**config.mk**
```make
export PLATFORM = sky130hd
export DESIGN_NAME = tmc_timer1
export DESIGN_NICKNAME = d
export VERILOG_FILES = /design/src/design/tmc_pkg.sv /design/src/design/tmc_timer1.sv
export SDC_FILE = /design/constraint.sdc
export NUM_CORES = 1
export LEC_CHECK = 0
export ABC_AREA = 0
export BUFFER_PORTS_ARGS = -buffer_cell sky130_fd_sc_hd__buf_2
export CORE_MARGIN = 10
export CORE_UTILIZATION = 42
export CTS_BUF_LIST = sky130_fd_sc_hd__clkbuf_16
export CTS_CLUSTER_DIAMETER = 30
export DETAILED_ROUTE_END_ITERATION = 6
export GPL_ROUTABILITY_DRIVEN = 0
export MAX_ROUTING_LAYER = met4
export PLACE_DENSITY = 0.63
export SLEW_MARGIN = 5
export SYNTH_ARGS = -nofsm -noshare
export SYNTH_HDL_FRONTEND = slang
export SYNTH_SLANG_ARGS = --single-unit
```
**constraint.sdc**
```tcl
create_clock -name clk_i -period 8.4 [get_ports clk_i]
set_clock_uncertainty 0.2 [all_clocks]
set_input_delay 0 -clock clk_i [delete_from_list [all_inputs] [get_ports clk_i]]
set_output_delay 0 -clock clk_i [all_outputs]
set_load 0.02 [all_outputs]
```
**src/design/tmc_pkg.sv**
```systemverilog
// package: register map, fields and constants of the timer 1 block
package tmc_pkg;
    // register word indices, byte address is index times four
    localparam logic [3:0] IDX_CTRL = 4'h5;
    localparam logic [3:0] IDX_BUF_A = 4'h6;
    localparam logic [3:0] IDX_BUF_B = 4'h7;
    localparam logic [3:0] IDX_STAT = 4'h8;
    localparam logic [3:0] IDX_MASK = 4'h9;
    localparam logic [3:0] IDX_COUNT = 4'hA;
    // control field positions
    localparam int CTRL_CAP_BIT = 7;
    localparam int CTRL_RUN_BIT = 6;
    localparam int CTRL_CK_HI = 5;
    localparam int CTRL_CK_LO = 4;
    localparam int CTRL_MODE_BIT = 3;
    localparam int CTRL_EDGE_BIT = 2;
    // status bits
    localparam int ST_MATCH = 0;
    localparam int ST_CAPA = 1;
    localparam int ST_OVF = 2;
    localparam int ST_CAPB = 3;
    // prescaler exponents
    localparam int PRE_SEL0 = 12;
    localparam int PRE_SEL1 = 10;
    localparam int PRE_SEL2 = 7;
    localparam int PRE_W = 12;
    // reset values and overflow marker
    localparam logic [7:0] CTRL_RST = 8'h00;
    localparam logic [7:0] BUF_RST = 8'h00;
    localparam logic [3:0] STAT_RST = 4'h0;
    localparam logic [3:0] MASK_RST = 4'h0;
    localparam logic [7:0] OVF_VALUE = 8'hFF;
    // clock source selection
    typedef enum logic [1:0] {
        TMC_SRC_D12 = 2'b00,
        TMC_SRC_D10 = 2'b01,
        TMC_SRC_D7 = 2'b10,
        TMC_SRC_PIN = 2'b11
    } tmc_src_t;
    // capture engine state
    typedef enum logic [0:0] {
        TMC_ARMED = 1'b0,
        TMC_HALTED = 1'b1
    } tmc_cap_t;
    // decoded control bits
    typedef struct packed {
        logic soft_cap;
        logic run;
        tmc_src_t src;
        logic mode;
        logic edge_sel;
    } tmc_ctrl_t;
endpackage

```
**src/design/tmc_timer1.sv**
```systemverilog
// timer 1: 8-bit timer, counter and capture unit with wishbone slave
`timescale 1ns/1ns
// Overview of operation
// - clock field picks prescale or input pin
// - mode bit selects timer/counter or capture
// - edge bit picks rising or falling pin
// - timer match with A interrupts, clears counter
// - soft capture copies count to B outside capture mode, self-clears
// - counter mode counts one pin edge only
// - capture primary edge loads A, clears, interrupts
// - opposite edge loads B, counter keeps going
// - overflow before edge loads FFH into A
// - captures halt until buffer A is read or run goes low
// - both buffers are eight bits wide
// - run low stops and zeroes the counter
module tmc_timer1 #(
    parameter int CNT_W = 8
) (
    // clock and reset
    input wire logic clk_i,
    input wire logic rst_i,
    // wishbone slave
    input wire logic cyc_i,
    input wire logic stb_i,
    input wire logic we_i,
    input wire logic [5:0] adr_i,
    input wire logic [3:0] sel_i,
    input wire logic [31:0] dat_i,
    output logic [31:0] dat_o,
    output logic ack_o,
    output logic err_o,
    // timer input pin and interrupt
    input wire logic tmr1_input_pin_i,
    output logic irq_o
);
    // elaboration check: the logic serves an 8-bit counter only
    if (CNT_W != 8) begin : g_bad_width
        $error("counter width must be 8");
    end

    // control register
    logic [7:0] ctrl_ff;
    tmc_pkg::tmc_ctrl_t ctl;
    assign ctl = tmc_pkg::tmc_ctrl_t'(ctrl_ff[7:2]);
    // buffers, counter, status, mask
    logic [7:0] tmr1_buffer_a_ff;
    logic [7:0] tmr1_buffer_b_ff;
    logic [7:0] count_ff;
    logic [3:0] stat_ff;
    logic [3:0] mask_ff;
    logic [tmc_pkg::PRE_W-1:0] pre_ff; // prescaler
    logic pin_ff; // previous pin level
    tmc_pkg::tmc_cap_t cap_ff; // capture engine state
    // bus decode
    logic req;
    logic hit;
    logic [3:0] idx;
    logic wr_lo;
    logic rd_a;
    logic rd_stat;
    assign req = cyc_i && stb_i && !ack_o && !err_o;
    assign idx = adr_i[5:2];

    // decode a word index into mapped or not
    function automatic logic is_mapped(input logic [3:0] i);
        is_mapped = (i == tmc_pkg::IDX_CTRL) || (i == tmc_pkg::IDX_BUF_A)
            || (i == tmc_pkg::IDX_BUF_B) || (i == tmc_pkg::IDX_STAT)
            || (i == tmc_pkg::IDX_MASK) || (i == tmc_pkg::IDX_COUNT);
    endfunction

    assign hit = is_mapped(idx);
    assign wr_lo = req && hit && we_i && sel_i[0];
    assign rd_a = req && !we_i && (idx == tmc_pkg::IDX_BUF_A);
    assign rd_stat = req && !we_i && (idx == tmc_pkg::IDX_STAT);

    // prescaler taps, one-cycle tick pulses
    logic [tmc_pkg::PRE_W-1:0] nxt_pre;
    logic tick;
    logic pin_rise;
    logic pin_fall;
    logic sel_edge;
    logic opp_edge;
    assign nxt_pre = pre_ff + 1'b1;
    always_comb begin
        case (ctl.src)
            tmc_pkg::TMC_SRC_D12: tick = nxt_pre[tmc_pkg::PRE_SEL0-1:0] == '0;
            tmc_pkg::TMC_SRC_D10: tick = nxt_pre[tmc_pkg::PRE_SEL1-1:0] == '0;
            tmc_pkg::TMC_SRC_D7: tick = nxt_pre[tmc_pkg::PRE_SEL2-1:0] == '0;
            default: tick = 1'b0;
        endcase
    end
    assign pin_rise = tmr1_input_pin_i && !pin_ff;
    assign pin_fall = !tmr1_input_pin_i && pin_ff;
    // edge bit chooses counting or primary edge
    assign sel_edge = ctl.edge_sel ? pin_fall : pin_rise;
    assign opp_edge = ctl.edge_sel ? pin_rise : pin_fall;

    // count step: internal tick, or pin edge in counter mode
    logic step;
    logic capture_mode;
    assign capture_mode = ctl.mode;
    always_comb begin
        if (capture_mode) begin
            step = tick;
        end else if (ctl.src == tmc_pkg::TMC_SRC_PIN) begin
            step = sel_edge;
        end else begin
            step = tick;
        end
    end

    // event decode
    logic match_ev;
    logic capa_ev;
    logic capb_ev;
    logic ovf_ev;
    logic armed;
    assign armed = cap_ff == tmc_pkg::TMC_ARMED;
    assign match_ev = ctl.run && !capture_mode
        && step && (count_ff == tmr1_buffer_a_ff);
    assign capa_ev = ctl.run && capture_mode && armed && sel_edge;
    assign capb_ev = ctl.run && capture_mode && armed && opp_edge
        && !capa_ev;
    // wrap from all ones to zero
    assign ovf_ev = ctl.run && capture_mode && armed && !capa_ev
        && step && (count_ff == 8'hFF);

    // prescaler runs free
    always_ff @(posedge clk_i) begin
        if (rst_i) begin
            pre_ff <= '0;
        end else begin
            pre_ff <= nxt_pre;
        end
    end

    // pin history for edge detection
    always_ff @(posedge clk_i) begin
        if (rst_i) begin
            pin_ff <= 1'b0;
        end else begin
            pin_ff <= tmr1_input_pin_i;
        end
    end

    // control register, soft capture self-clear
    always_ff @(posedge clk_i) begin
        if (rst_i) begin
            ctrl_ff <= tmc_pkg::CTRL_RST;
        end else if (wr_lo && idx == tmc_pkg::IDX_CTRL) begin
            ctrl_ff <= {dat_i[7:2], 2'b00};
        end else if (ctl.soft_cap) begin
            ctrl_ff[tmc_pkg::CTRL_CAP_BIT] <= 1'b0;
        end
    end

    // counter
    always_ff @(posedge clk_i) begin
        if (rst_i) begin
            count_ff <= '0;
        end else if (!ctl.run) begin
            count_ff <= '0;
        end else if (match_ev || capa_ev) begin
            count_ff <= '0;
        end else if (step) begin
            count_ff <= count_ff + 1'b1;
        end
    end

    // buffer a: software write, capture or overflow marker
    always_ff @(posedge clk_i) begin
        if (rst_i) begin
            tmr1_buffer_a_ff <= tmc_pkg::BUF_RST;
        end else if (capa_ev) begin
            tmr1_buffer_a_ff <= count_ff;
        end else if (ovf_ev) begin
            tmr1_buffer_a_ff <= tmc_pkg::OVF_VALUE;
        end else if (wr_lo && idx == tmc_pkg::IDX_BUF_A) begin
            tmr1_buffer_a_ff <= dat_i[7:0];
        end
    end

    // buffer b: soft capture, opposite edge, or write
    always_ff @(posedge clk_i) begin
        if (rst_i) begin
            tmr1_buffer_b_ff <= tmc_pkg::BUF_RST;
        end else if (ctl.soft_cap && !capture_mode) begin
            tmr1_buffer_b_ff <= count_ff;
        end else if (capb_ev) begin
            tmr1_buffer_b_ff <= count_ff;
        end else if (wr_lo && idx == tmc_pkg::IDX_BUF_B) begin
            tmr1_buffer_b_ff <= dat_i[7:0];
        end
    end

    // capture engine halts after an a-event until a is read or run goes low
    always_ff @(posedge clk_i) begin
        if (rst_i) begin
            cap_ff <= tmc_pkg::TMC_ARMED;
        end else begin
            case (cap_ff)
                tmc_pkg::TMC_ARMED: begin
                    if (capa_ev || ovf_ev) begin
                        cap_ff <= tmc_pkg::TMC_HALTED;
                    end
                end
                tmc_pkg::TMC_HALTED: begin
                    if (rd_a || !ctl.run) begin
                        cap_ff <= tmc_pkg::TMC_ARMED;
                    end
                end
                default: cap_ff <= tmc_pkg::TMC_ARMED;
            endcase
        end
    end

    // sticky status: set wins over read-clear
    logic [3:0] ev_vec;
    assign ev_vec = {capb_ev, ovf_ev, capa_ev, match_ev};
    always_ff @(posedge clk_i) begin
        if (rst_i) begin
            stat_ff <= tmc_pkg::STAT_RST;
        end else if (rd_stat) begin
            stat_ff <= ev_vec;
        end else begin
            stat_ff <= stat_ff | ev_vec;
        end
    end

    // interrupt mask
    always_ff @(posedge clk_i) begin
        if (rst_i) begin
            mask_ff <= tmc_pkg::MASK_RST;
        end else if (wr_lo && idx == tmc_pkg::IDX_MASK) begin
            mask_ff <= dat_i[3:0];
        end
    end

    // interrupt output, registered
    always_ff @(posedge clk_i) begin
        if (rst_i) begin
            irq_o <= 1'b0;
        end else begin
            irq_o <= |(stat_ff & mask_ff);
        end
    end

    // bus answer: one-cycle ack or err, registered data
    always_ff @(posedge clk_i) begin
        if (rst_i) begin
            ack_o <= 1'b0;
            err_o <= 1'b0;
            dat_o <= '0;
        end else begin
            ack_o <= req && hit;
            err_o <= req && !hit;
            dat_o <= '0;
            if (req && !we_i) begin
                case (idx)
                    tmc_pkg::IDX_CTRL: dat_o <= {24'h000000, ctrl_ff};
                    tmc_pkg::IDX_BUF_A: begin
                        dat_o <= {24'h000000, tmr1_buffer_a_ff};
                    end
                    tmc_pkg::IDX_BUF_B: begin
                        dat_o <= {24'h000000, tmr1_buffer_b_ff};
                    end
                    tmc_pkg::IDX_STAT: dat_o <= {28'h0000000, stat_ff};
                    tmc_pkg::IDX_MASK: dat_o <= {28'h0000000, mask_ff};
                    tmc_pkg::IDX_COUNT: dat_o <= {24'h000000, count_ff};
                    default: dat_o <= '0;
                endcase
            end
        end
    end

    // checks
    property p_match_clear;
        @(posedge clk_i) disable iff (rst_i)
        match_ev |=> (count_ff == 8'h00) && stat_ff[tmc_pkg::ST_MATCH];
    endproperty
    a_match_clear: assert property (p_match_clear)
        else $error("match did not clear counter");

    property p_soft_cap;
        @(posedge clk_i) disable iff (rst_i)
        (ctl.soft_cap && !capture_mode && !wr_lo)
            |=> !ctl.soft_cap && (tmr1_buffer_b_ff == $past(count_ff));
    endproperty
    a_soft_cap: assert property (p_soft_cap)
        else $error("soft capture failed");

    property p_capa;
        @(posedge clk_i) disable iff (rst_i)
        capa_ev |=> tmr1_buffer_a_ff == $past(count_ff)
            && count_ff == 8'h00 && cap_ff == tmc_pkg::TMC_HALTED;
    endproperty
    a_capa: assert property (p_capa)
        else $error("capture a wrong");

    property p_capb;
        @(posedge clk_i) disable iff (rst_i)
        capb_ev && !ctl.soft_cap |=> tmr1_buffer_b_ff == $past(count_ff);
    endproperty
    a_capb: assert property (p_capb)
        else $error("capture b wrong");

    property p_ovf;
        @(posedge clk_i) disable iff (rst_i)
        ovf_ev |=> tmr1_buffer_a_ff == 8'hFF && stat_ff[tmc_pkg::ST_OVF]
            && count_ff == 8'h00;
    endproperty
    a_ovf: assert property (p_ovf)
        else $error("overflow handling wrong");

    property p_halt;
        @(posedge clk_i) disable iff (rst_i)
        cap_ff == tmc_pkg::TMC_HALTED && !rd_a && ctl.run
            |=> $stable(tmr1_buffer_a_ff) || $past(wr_lo);
    endproperty
    a_halt: assert property (p_halt)
        else $error("buffer a changed while halted");

    property p_stop;
        @(posedge clk_i) disable iff (rst_i)
        !ctl.run ##1 !ctl.run |-> count_ff == 8'h00;
    endproperty
    a_stop: assert property (p_stop)
        else $error("stopped counter not zero");

    property p_low_bits;
        @(posedge clk_i) disable iff (rst_i)
        ctrl_ff[1:0] == 2'b00;
    endproperty
    a_low_bits: assert property (p_low_bits)
        else $error("unused control bits set");

    property p_pin_count;
        @(posedge clk_i) disable iff (rst_i)
        ctl.run && !capture_mode && ctl.src == tmc_pkg::TMC_SRC_PIN
            && !sel_edge |=> $stable(count_ff) || $past(!ctl.run);
    endproperty
    a_pin_count: assert property (p_pin_count)
        else $error("counter moved without edge");

    property p_irq;
        @(posedge clk_i) disable iff (rst_i)
        |(stat_ff & mask_ff) |=> irq_o;
    endproperty
    a_irq: assert property (p_irq)
        else $error("interrupt not raised");

    c_match: cover property (@(posedge clk_i) disable iff (rst_i) match_ev);
    c_capa: cover property (@(posedge clk_i) disable iff (rst_i) capa_ev);
    c_ovf: cover property (@(posedge clk_i) disable iff (rst_i) ovf_ev);
    c_capb: cover property (@(posedge clk_i) disable iff (rst_i) capb_ev);
endmodule

```
==> results.py, run 1 <==
metrics = {
    "sta": {
        "setup_viol": 0,
        "drv_slew": 0,
        "holdWs_ns": 0.0803,
        "final_hold_viol_count": 0,
        "fmax_ghz": 0.303,
        "relSlewSlack_pct": 29.2,
        "fin_ws_ns": 5.10,
        "period_minus_slack_ns": 3.30,
        "grt_setup_unrepaired": "no",
        "tns_ns": 0,
        "tightest_slew_ns": 1.05,
        "min_period_over_period_pct": 39.3,
    },
    "flow_run": {
        "cap_violations": 0,
    },
    "worst_hold_path": {
        "hold_path_class": "primary input to register",
    },
    "global_routing": {
        "grt.met3_usage_pct": 4.43,
        "track_usage_pct": 14.5,
        "antenna_found_initial": 0,
        "grt_max_degree": 50,
        "grt.busiest_layer": "met2",
        "overflow": 0,
        "grt_use_met2_pct": 23.0,
        "grt_pass1_vias": 2872,
        "grt_pass1_wl_mm": 14.4,
        "grtUsageMet1_pct": 17.1,
    },
    "clock_network": {
        "cts-root-buf": "clkbuf_16",
        "post_cts_resized": 0,
        "clkTransAtPathRegs_ns": 0.05,
        "tritoncts": "built",
        "clockBufferDepth": 2,
        "clock-sinks": 63,
        "clk_latency_ns": 0.32,
        "cts_buffers": 9,
        "htree_levels": 3,
    },
    "finish": {
        "final_common_cell": "dfxtp_1",
        "antenna_cells": 0,
        "fin_util_pct": 49.7,
        "stdcell_count": 535,
        "multi_input_area_um2": 1930,
        "drive_gt1_share_pct": 14.8,
        "seqCellArea_um2": 1260,
        "area_growth_pct": 13.6,
        "final_cell_mix": "dfxtp_1, nor2_1, buf_2, nand2_1, conb_1",
        "fin_nets": 482,
        "n_fill_cell": 779,
    },
    "floorplan": {
        "start_util_pct": 43.8,
        "num_io_pins": 83,
        "core_um2": 7850,
        "die-height_um": 110,
        "die_area_um2": 12200,
        "die_w_um": 110,
        "row_count": 32,
    },
    "setup_path": {
        "cp.required_ns": 8.44,
        "reg2reg_slack_ns": 5.10,
        "arrival_ns": 3.34,
        "critical_path_class": "register to register",
        "crit_path_max_fanout": 10,
        "startpoint_type": "register",
        "end_kind": "register",
    },
    "synthesis": {
        "synth_ff_type": "dfxtp_1",
        "ys_ff_latch": 63,
        "ys_types": 54,
        "async_flop_share_pct": 0,
        "avgSynthCellArea_um2": 8.60,
        "yosysSeqAreaShare_pct": 36.7,
        "synth_cells": 399,
        "syn_area_um2": 3430,
        "synth-edff-count": 0,
        "yosys_warnings": 0,
    },
    "placement": {
        "dpl.cell_count": 505,
        "dp_hpwl_mm": 6.12,
        "pre_cts_slack_ns": 5.13,
        "io_buffers": 29,
    },
    "drt": {
        "ant_nets": 0,
        "drc": 0,
        "wl_per_cell_um": 16.3,
        "wirelength_mm": 8.72,
        "drtIter0Drc": 195,
        "dr.pass1.iters": 7,
        "viasPerCell": 5.54,
        "via_count": 2963,
    },
    "power": {
        "power_density_nw_per_um2": 169,
        "ir_drop_mv": 0.0919,
        "leakage_nw": 1.59,
    },
    "outcome": {
        "status": "finished, final reports clean",
    },
}
cell type report:
cell class,count,share of cell area [%]
sequential,63,32.3
inverter,1,0.0963
timing repair buffer,48,8.47
tap,102,3.27
multi-input combinational,308,49.6
clock buffer,9,5.78
clock inverter,4,0.449
synthesized netlist by cell type (3+ instances only):
master | number | area, µm²
clkbuf_1 | 16 | 60.1
nor3_1 | 7 | 35.0
nand4_1 | 4 | 25.0
nor2b_1 | 12 | 75.1
nor2_1 | 60 | 225
o21ai_0 | 8 | 40.0
buf_6 | 5 | 56.3
a31o_2 | 10 | 87.6
nand2_1 | 25 | 93.8
nand2b_1 | 3 | 18.8
mux2i_1 | 21 | 210
buf_4 | 25 | 188
dfxtp_1 | 63 | 1260
a22o_1 | 6 | 52.6
xnor2_1 | 17 | 149
a211oi_1 | 9 | 67.6
nor3b_1 | 4 | 30.0
ha_1 | 3 | 37.5
nor4b_1 | 3 | 26.3
and3_1 | 7 | 43.8
a22oi_1 | 4 | 30.0
nand3_1 | 17 | 85.1
a222oi_1 | 7 | 70.1
a21oi_1 | 21 | 105
sequential cells by signal, summed over array words and instances, names as in the netlist:
register	cells
pin_ff	1
pre_ff	12
mask_ff	4
err_o	1
irq_o	1
ack_o	1
count_ff	8
stat_ff	4
dat_o	8
tmr1_buffer_b_ff	8
cap_ff	1
tmr1_buffer_a_ff	8
ctrl_ff	6
final timing paths:
kind	cells past startpoint	endpoint	start
setup / recovery	8	tmr1_buffer_a_ff[5]$_SDFFE_PP0P_	pre_ff[0]$_SDFF_PP0_
setup reg to reg	8	tmr1_buffer_a_ff[5]$_SDFFE_PP0P_	pre_ff[0]$_SDFF_PP0_
hold / removal	5	dat_o[2]$_SDFF_PP0_	adr_i[2]
hold reg to reg	2	stat_ff[2]$_SDFF_PP0_	stat_ff[2]$_SDFF_PP0_
through the flow:
stage | instance area (µm²) | power, mW
after CTS | 3900 | 0.664
after detailed placement | 3490 | 0.347
after global routing | 3900 | 0.685
after global placement | 3490 | 0.347
after floorplan | 3520 | 0.346
final | 3900 | 0.661
cell families (layout without fill, tap and decap cells):
kind of cell             Yosys count  after routing  synth area share (%)
AND/OR/NAND/NOR                  158            158                  23.4
other                              1             24                 0.109
XOR/XNOR                          19             19                  4.85
multiplexers                      23             23                  6.78
buffers and inverters             51             62                  9.48
AO/OA/AOI/OAI                     81             81                  17.5
adder cells (fa/ha/maj)            3              3                  1.09
flip-flops                        63             63                  36.7
where the power goes:
group          internal (mW)  switching, mW  total, mW
sequential             0.301        0.00252      0.304
clock                  0.191          0.122      0.312
combinational         0.0147         0.0298     0.0445
total                  0.507          0.154      0.661
critical path, stage by stage, from the launching register on:
cell and delay (ns):
dfxtp_1 0.43, ha_1 0.41, nand4_4 0.14, or3_4 0.42, o311ai_4 0.29, a31oi_2 0.18
nor2_1 0.46, nand4_2 0.44, a21oi_1 0.26
metal layers:
| metal | vias to the layer above | part of all wire [%] |
|---|---|---|
| met5 | - | 0 |
| met4 | 0 | 1.3 |
| met3 | 10 | 6.4 |
| met2 | 81 | 48 |
| met1 | 1430 | 44 |
| li1 | 1442 | - |
what timing repair did:
action,in CTS,in global routing
hold endpoints to repair,35,0
setup buffers,0,0
hold buffers,17,0
Note: power is estimated with default switching activity, not from simulation.
==> run 2, diff against run 1 <==
==> constraint.sdc (replaced) <==
create_clock -name clk_i -period 3.43 [get_ports clk_i]
set_clock_uncertainty 0.2 [all_clocks]
set_input_delay 0 -clock clk_i [delete_from_list [all_inputs] [get_ports clk_i]]
set_output_delay 0 -clock clk_i [all_outputs]
set_load 0.02 [all_outputs]
==> run 2 against run 1 <==
Critical path depth increased by 2. Power increased to 2.6 times the previous value. Routed wire length increased by 0.39%. Register-to-register slack got worse by 4.6 ns. Cell count increased by 2.6%. Setup slack got worse by 4.8 ns. Sequential share of layout area decreased by 1.0 points.
==> results.py, run 2 (synthesis results as in run 1) <==
metrics = {
    "floorplan": {
        "start_util_pct": 43.8,
        "die-height_um": 110,
        "row_count": 32,
        "core_um2": 7850,
        "die_area_um2": 12200,
        "num_io_pins": 83,
        "die_w_um": 110,
    },
    "clock_network": {
        "cts-root-buf": "clkbuf_16",
        "clock-sinks": 63,
        "clkTransAtPathRegs_ns": 0.05,
        "clockBufferDepth": 2,
        "cts_buffers": 9,
        "post_cts_resized": 0,
        "htree_levels": 3,
        "tritoncts": "built",
        "clk_latency_ns": 0.33,
    },
    "setup_path": {
        "cp.required_ns": 3.44,
        "rr_endpoint": "count_ff[4]$_SDFFE_PP0P_",
        "regToRegStartpoint": "pre_ff[0]$_SDFF_PP0_",
        "critical_path_class": "primary input to register",
        "crit_path_max_fanout": 12,
        "reg2reg_depth": 8,
        "startpoint_type": "primary input",
        "reg2reg_slack_ns": 0.51,
        "arrival_ns": 3.14,
        "end_kind": "register",
    },
    "finish": {
        "final_common_cell": "dfxtp_1",
        "drive_gt1_share_pct": 16.6,
        "fin_nets": 493,
        "antenna_cells": 0,
        "top_register": "pre_ff",
        "final_cell_mix": "dfxtp_1, nor2_1, buf_2, nand2_1, conb_1",
        "fin_util_pct": 51.3,
        "postLayoutCellArea_um2": 4030,
        "area_growth_pct": 17.3,
        "largest_reg_flops": 12,
    },
    "flow_run": {
        "cap_violations": 0,
    },
    "outcome": {
        "status": "finished, final reports clean",
    },
    "sta": {
        "tightest_slew_ns": 0.634,
        "min_period_over_period_pct": 91.2,
        "final_hold_viol_count": 0,
        "setup_viol": 0,
        "tns_ns": 0,
        "period_minus_slack_ns": 3.13,
        "fmax_ghz": 0.320,
        "grt_setup_unrepaired": "no",
        "relSlewSlack_pct": 57.6,
        "drv_slew": 0,
    },
    "power": {
        "finalPower_mw": 1.72,
        "ir_drop_mv": 0.313,
        "leakage_nw": 1.67,
        "power_density_nw_per_um2": 427,
    },
    "drt": {
        "drtIter0Drc": 156,
        "dr.pass1.iters": 5,
        "drc": 0,
        "via_count": 2952,
        "wl_per_cell_um": 15.9,
        "viasPerCell": 5.38,
        "wirelength_mm": 8.75,
        "ant_nets": 0,
    },
    "worst_hold_path": {
        "hp-start": "adr_i[2]",
        "hold-path-endpoint": "dat_o[2]$_SDFF_PP0_",
        "hold_depth": 5,
        "hold_path_class": "primary input to register",
    },
    "global_routing": {
        "grt_max_degree": 28,
        "overflow": 0,
        "track_usage_pct": 14.4,
        "antenna_found_initial": 0,
        "grt_pass1_wl_mm": 14.5,
        "grt_pass1_vias": 2922,
    },
    "placement": {
        "dp_hpwl_mm": 6.17,
        "dpl-instance-area_um2": 3550,
        "io_buffers": 29,
    },
}
==> run 2: cell types whose count changed in the layout (fill, tap and decap cells not counted), sizes merged <==
cell,before,now
dlygate4sd3,17,20
clkinv,3,4
inv,2,3
buf,31,39
bufinv,0,1
==> run 2: layout make-up <==
cell class                 count  area [µm²]
clock buffer                   9         225
tap                          102         128
fill                         770        3820
inverter                       1        3.75
sequential                    63        1260
timing repair buffer          59         420
multi-input combinational    308        1930
clock inverter                 7        56.3
==> run 2: routing by layer <==
metal	global-route usage, %	up-vias	part of all wire, %
met4	5.61	0	1.4
met2	23.2	90	48
li1	-	1467	-
met3	3.73	12	6.1
met5	-	-	0
met1	16.9	1383	45
==> run 2: worst max path at each step <==
stage                                     from                  endpoint  slack (ns)  depth (start not counted)
after global routing                  adr_i[5]   ctrl_ff[6]$_SDFFE_PP0P_        0.14                         10
after detailed placement  pre_ff[0]$_SDFF_PP0_  count_ff[4]$_SDFFE_PP0P_        0.52                          8
after CTS                             adr_i[4]   ctrl_ff[4]$_SDFFE_PP0P_        0.39                         10
after global placement    pre_ff[0]$_SDFF_PP0_  count_ff[4]$_SDFFE_PP0P_        0.55                          8
after floorplan           pre_ff[0]$_SDFF_PP0_  count_ff[3]$_SDFFE_PP0P_        0.67                          9
final                                 adr_i[4]   ctrl_ff[6]$_SDFFE_PP0P_        0.30                         10
==> run 2: worst max-delay path, stage by stage <==
cell and delay [ns]:
dlygate4sd3_1 0.55, buf_2 0.14, nor2b_1 0.50, o2bb2ai_1 0.23, nor3b_1 0.23, buf_4 0.23
nand3_1 0.36, mux2i_1 0.27, nor2_1 0.05, dlygate4sd3_1 0.56
==> run 2: stage by stage <==
| stage | hold slack [ns] | std cells | setup slack, ns |
|---|---|---|---|
| floorplan | -0.111 | 422 | 0.669 |
| global placement | 0.0415 | 513 | 0.550 |
| CTS | 0.0597 | 549 | 0.386 |
| global route | 0.136 | 549 | 0.138 |
| finish | 0.0624 | 549 | 0.302 |
| detailed placement | 0.0598 | 513 | 0.520 |
==> run 2: power by group <==
group          internal [mW]  switching, mW  total [mW]
Combinational         0.0403         0.0736       0.114
Clock                  0.550          0.313       0.862
Sequential             0.737        0.00610       0.743
==> run 2: timing repair <==
item,4_1_cts,5_1_grt
setup buffers,0,0
hold buffers,20,0
hold endpoints to repair,35,0
==> run 3, diff against run 2 <==
--- a/config.mk
+++ b/config.mk
@@ -9,7 +9,7 @@
 export BUFFER_PORTS_ARGS = -buffer_cell sky130_fd_sc_hd__buf_2
 export CORE_MARGIN = 10
 export CORE_UTILIZATION = 42
-export CTS_BUF_LIST = sky130_fd_sc_hd__clkbuf_16
+export CTS_BUF_LIST = sky130_fd_sc_hd__clkbuf_4 sky130_fd_sc_hd__clkbuf_8
 export CTS_CLUSTER_DIAMETER = 30
 export DETAILED_ROUTE_END_ITERATION = 6
 export GPL_ROUTABILITY_DRIVEN = 0
==> run 3 against run 2 <==
Via count fell by 0.51%. Sequential power barely moved. Cell count rose by 0.18%. Combinational power barely moved. Critical path type unchanged. Largest cell class unchanged. Highest routed layer unchanged.
==> results.py, run 3 (synthesis results as in run 1) <==
metrics = {
    "drt": {
        "drtIter0Drc": 170,
        "viasPerCell": 5.34,
        "wirelength_mm": 8.75,
        "dr.pass1.iters": 5,
        "ant_nets": 0,
        "wl_per_cell_um": 15.9,
        "via_count": 2937,
        "drc": 0,
    },
    "floorplan": {
        "row_count": 32,
        "num_io_pins": 83,
        "die_area_um2": 12200,
        "die_w_um": 110,
        "start_util_pct": 43.8,
        "core_um2": 7850,
        "die-height_um": 110,
    },
    "finish": {
        "largest_reg_flops": 12,
        "n_fill_cell": 782,
        "top_register": "pre_ff",
        "antenna_cells": 0,
        "area_growth_pct": 15.2,
        "drive_gt1_share_pct": 17.2,
        "stdcell_count": 550,
        "fin_util_pct": 50.4,
        "final_cell_mix": "dfxtp_1, nor2_1, buf_2, nand2_1, conb_1",
        "final_common_cell": "dfxtp_1",
        "fin_nets": 494,
    },
    "sta": {
        "fin_ws_ns": 0.328,
        "tns_ns": 0,
        "setup_viol": 0,
        "tightest_slew_ns": 0.650,
        "fmax_ghz": 0.322,
        "drv_slew": 0,
        "final_hold_viol_count": 0,
        "relSlewSlack_pct": 56.5,
        "min_period_over_period_pct": 90.4,
        "period_minus_slack_ns": 3.10,
        "grt_setup_unrepaired": "no",
    },
    "placement": {
        "io_buffers": 29,
        "pre_cts_slack_ns": 0.520,
        "dpl.cell_count": 513,
        "dp_hpwl_mm": 6.17,
    },
    "worst_hold_path": {
        "hp-start": "adr_i[2]",
        "hold_path_class": "primary input to register",
        "hold_depth": 5,
    },
    "clock_network": {
        "clockBufferDepth": 2,
        "tritoncts": "built",
        "cts-root-buf": "clkbuf_8",
        "clk_latency_ns": 0.35,
        "clock-sinks": 63,
        "clkTransAtPathRegs_ns": 0.07,
        "htree_levels": 3,
        "cts_buffers": 9,
    },
    "setup_path": {
        "reg2reg_depth": 8,
        "regToRegStartpoint": "pre_ff[0]$_SDFF_PP0_",
        "crit_path_max_fanout": 12,
        "crit_start": "adr_i[5]",
        "critical_path_class": "primary input to register",
        "arrival_ns": 3.14,
        "end_kind": "register",
        "startpoint_type": "primary input",
        "cp.required_ns": 3.46,
    },
    "power": {
        "swShare_pct": 24.3,
        "pwr-share-comb_pct": 7.6,
        "p_int_mw": 1.14,
        "p_clk_share_pct": 43.3,
        "ir_drop_mv": 0.232,
        "sequentialPowerShare_pct": 49.1,
        "leakage_nw": 1.64,
        "power_density_nw_per_um2": 382,
        "p_sw_mw": 0.367,
    },
    "global_routing": {
        "antenna_found_initial": 0,
        "overflow": 0,
        "grt_pass1_vias": 2887,
        "grt_pass1_wl_mm": 14.4,
        "track_usage_pct": 14.3,
        "grt_max_degree": 28,
    },
    "outcome": {
        "status": "finished, final reports clean",
    },
    "flow_run": {
        "cap_violations": 0,
    },
}
==> run 3: per-stage QoR <==
stage	power (mW)	hold WS (ns)	instance area, µm²
after global routing	1.56	0.110	3950
final	1.51	0.0409	3950
after CTS	1.52	0.0408	3950
after global placement	0.855	0.0415	3550
after detailed placement	0.855	0.0598	3550
after floorplan	0.847	-0.111	3520
==> run 3: layout make-up <==
class                      instances  area, µm²  area share [%]
inverter                           1       3.75          0.0949
sequential                        63       1260            31.9
clock buffer                      12        153            3.86
multi-input combinational        308       1930            48.9
clock inverter                     4       45.0            1.14
tap                              102        128            3.23
timing repair buffer              60        430            10.9
==> run 3: final timing paths <==
path / end / slack (ns)
setup reg to reg: count_ff[4]$_SDFFE_PP0P_ / 0.50
hold reg to reg: stat_ff[2]$_SDFF_PP0_ / 0.28
hold / removal: dat_o[2]$_SDFF_PP0_ / 0.04
setup / recovery: ctrl_ff[5]$_SDFFE_PP0P_ / 0.33
==> run 3: per-layer routing <==
| layer | global-route usage, % | vias up | routed length, µm |
|---|---|---|---|
| met1 | 16.8 | 1363 | 3900 |
| met2 | 22.8 | 103 | 4140 |
| met5 | - | - | 0 |
| li1 | - | 1461 | - |
| met3 | 4.27 | 10 | 602 |
| met4 | 4.49 | 0 | 105 |
==> run 3: timing repair <==
item | CTS | global route
gates resized for setup | 0 | 0
hold buffers | 21 | 0
setup buffers | 0 | 0
endpoints found under the hold margin | 36 | 0
==> run 3: power groups by stage <==
| stage | Combinational [mW] | Sequential, mW | Clock (mW) |
|---|---|---|---|
| floorplan | 0.0896 | 0.757 | 0 |
| global placement | 0.0969 | 0.759 | 0 |
| detailed placement | 0.0967 | 0.759 | 0 |
| CTS | 0.112 | 0.742 | 0.669 |
| global route | 0.125 | 0.743 | 0.695 |
| finish | 0.114 | 0.742 | 0.655 |
==> run 3: worst max-delay path, cell delays in order <==
cell,delay (ns)
dlygate4sd3_1,0.54
buf_2,0.13
nor2b_1,0.51
o2bb2ai_1,0.23
nor3b_1,0.23
buf_4,0.24
nand3_1,0.37
mux2i_1,0.26
nor2_1,0.06
dlygate4sd3_1,0.57
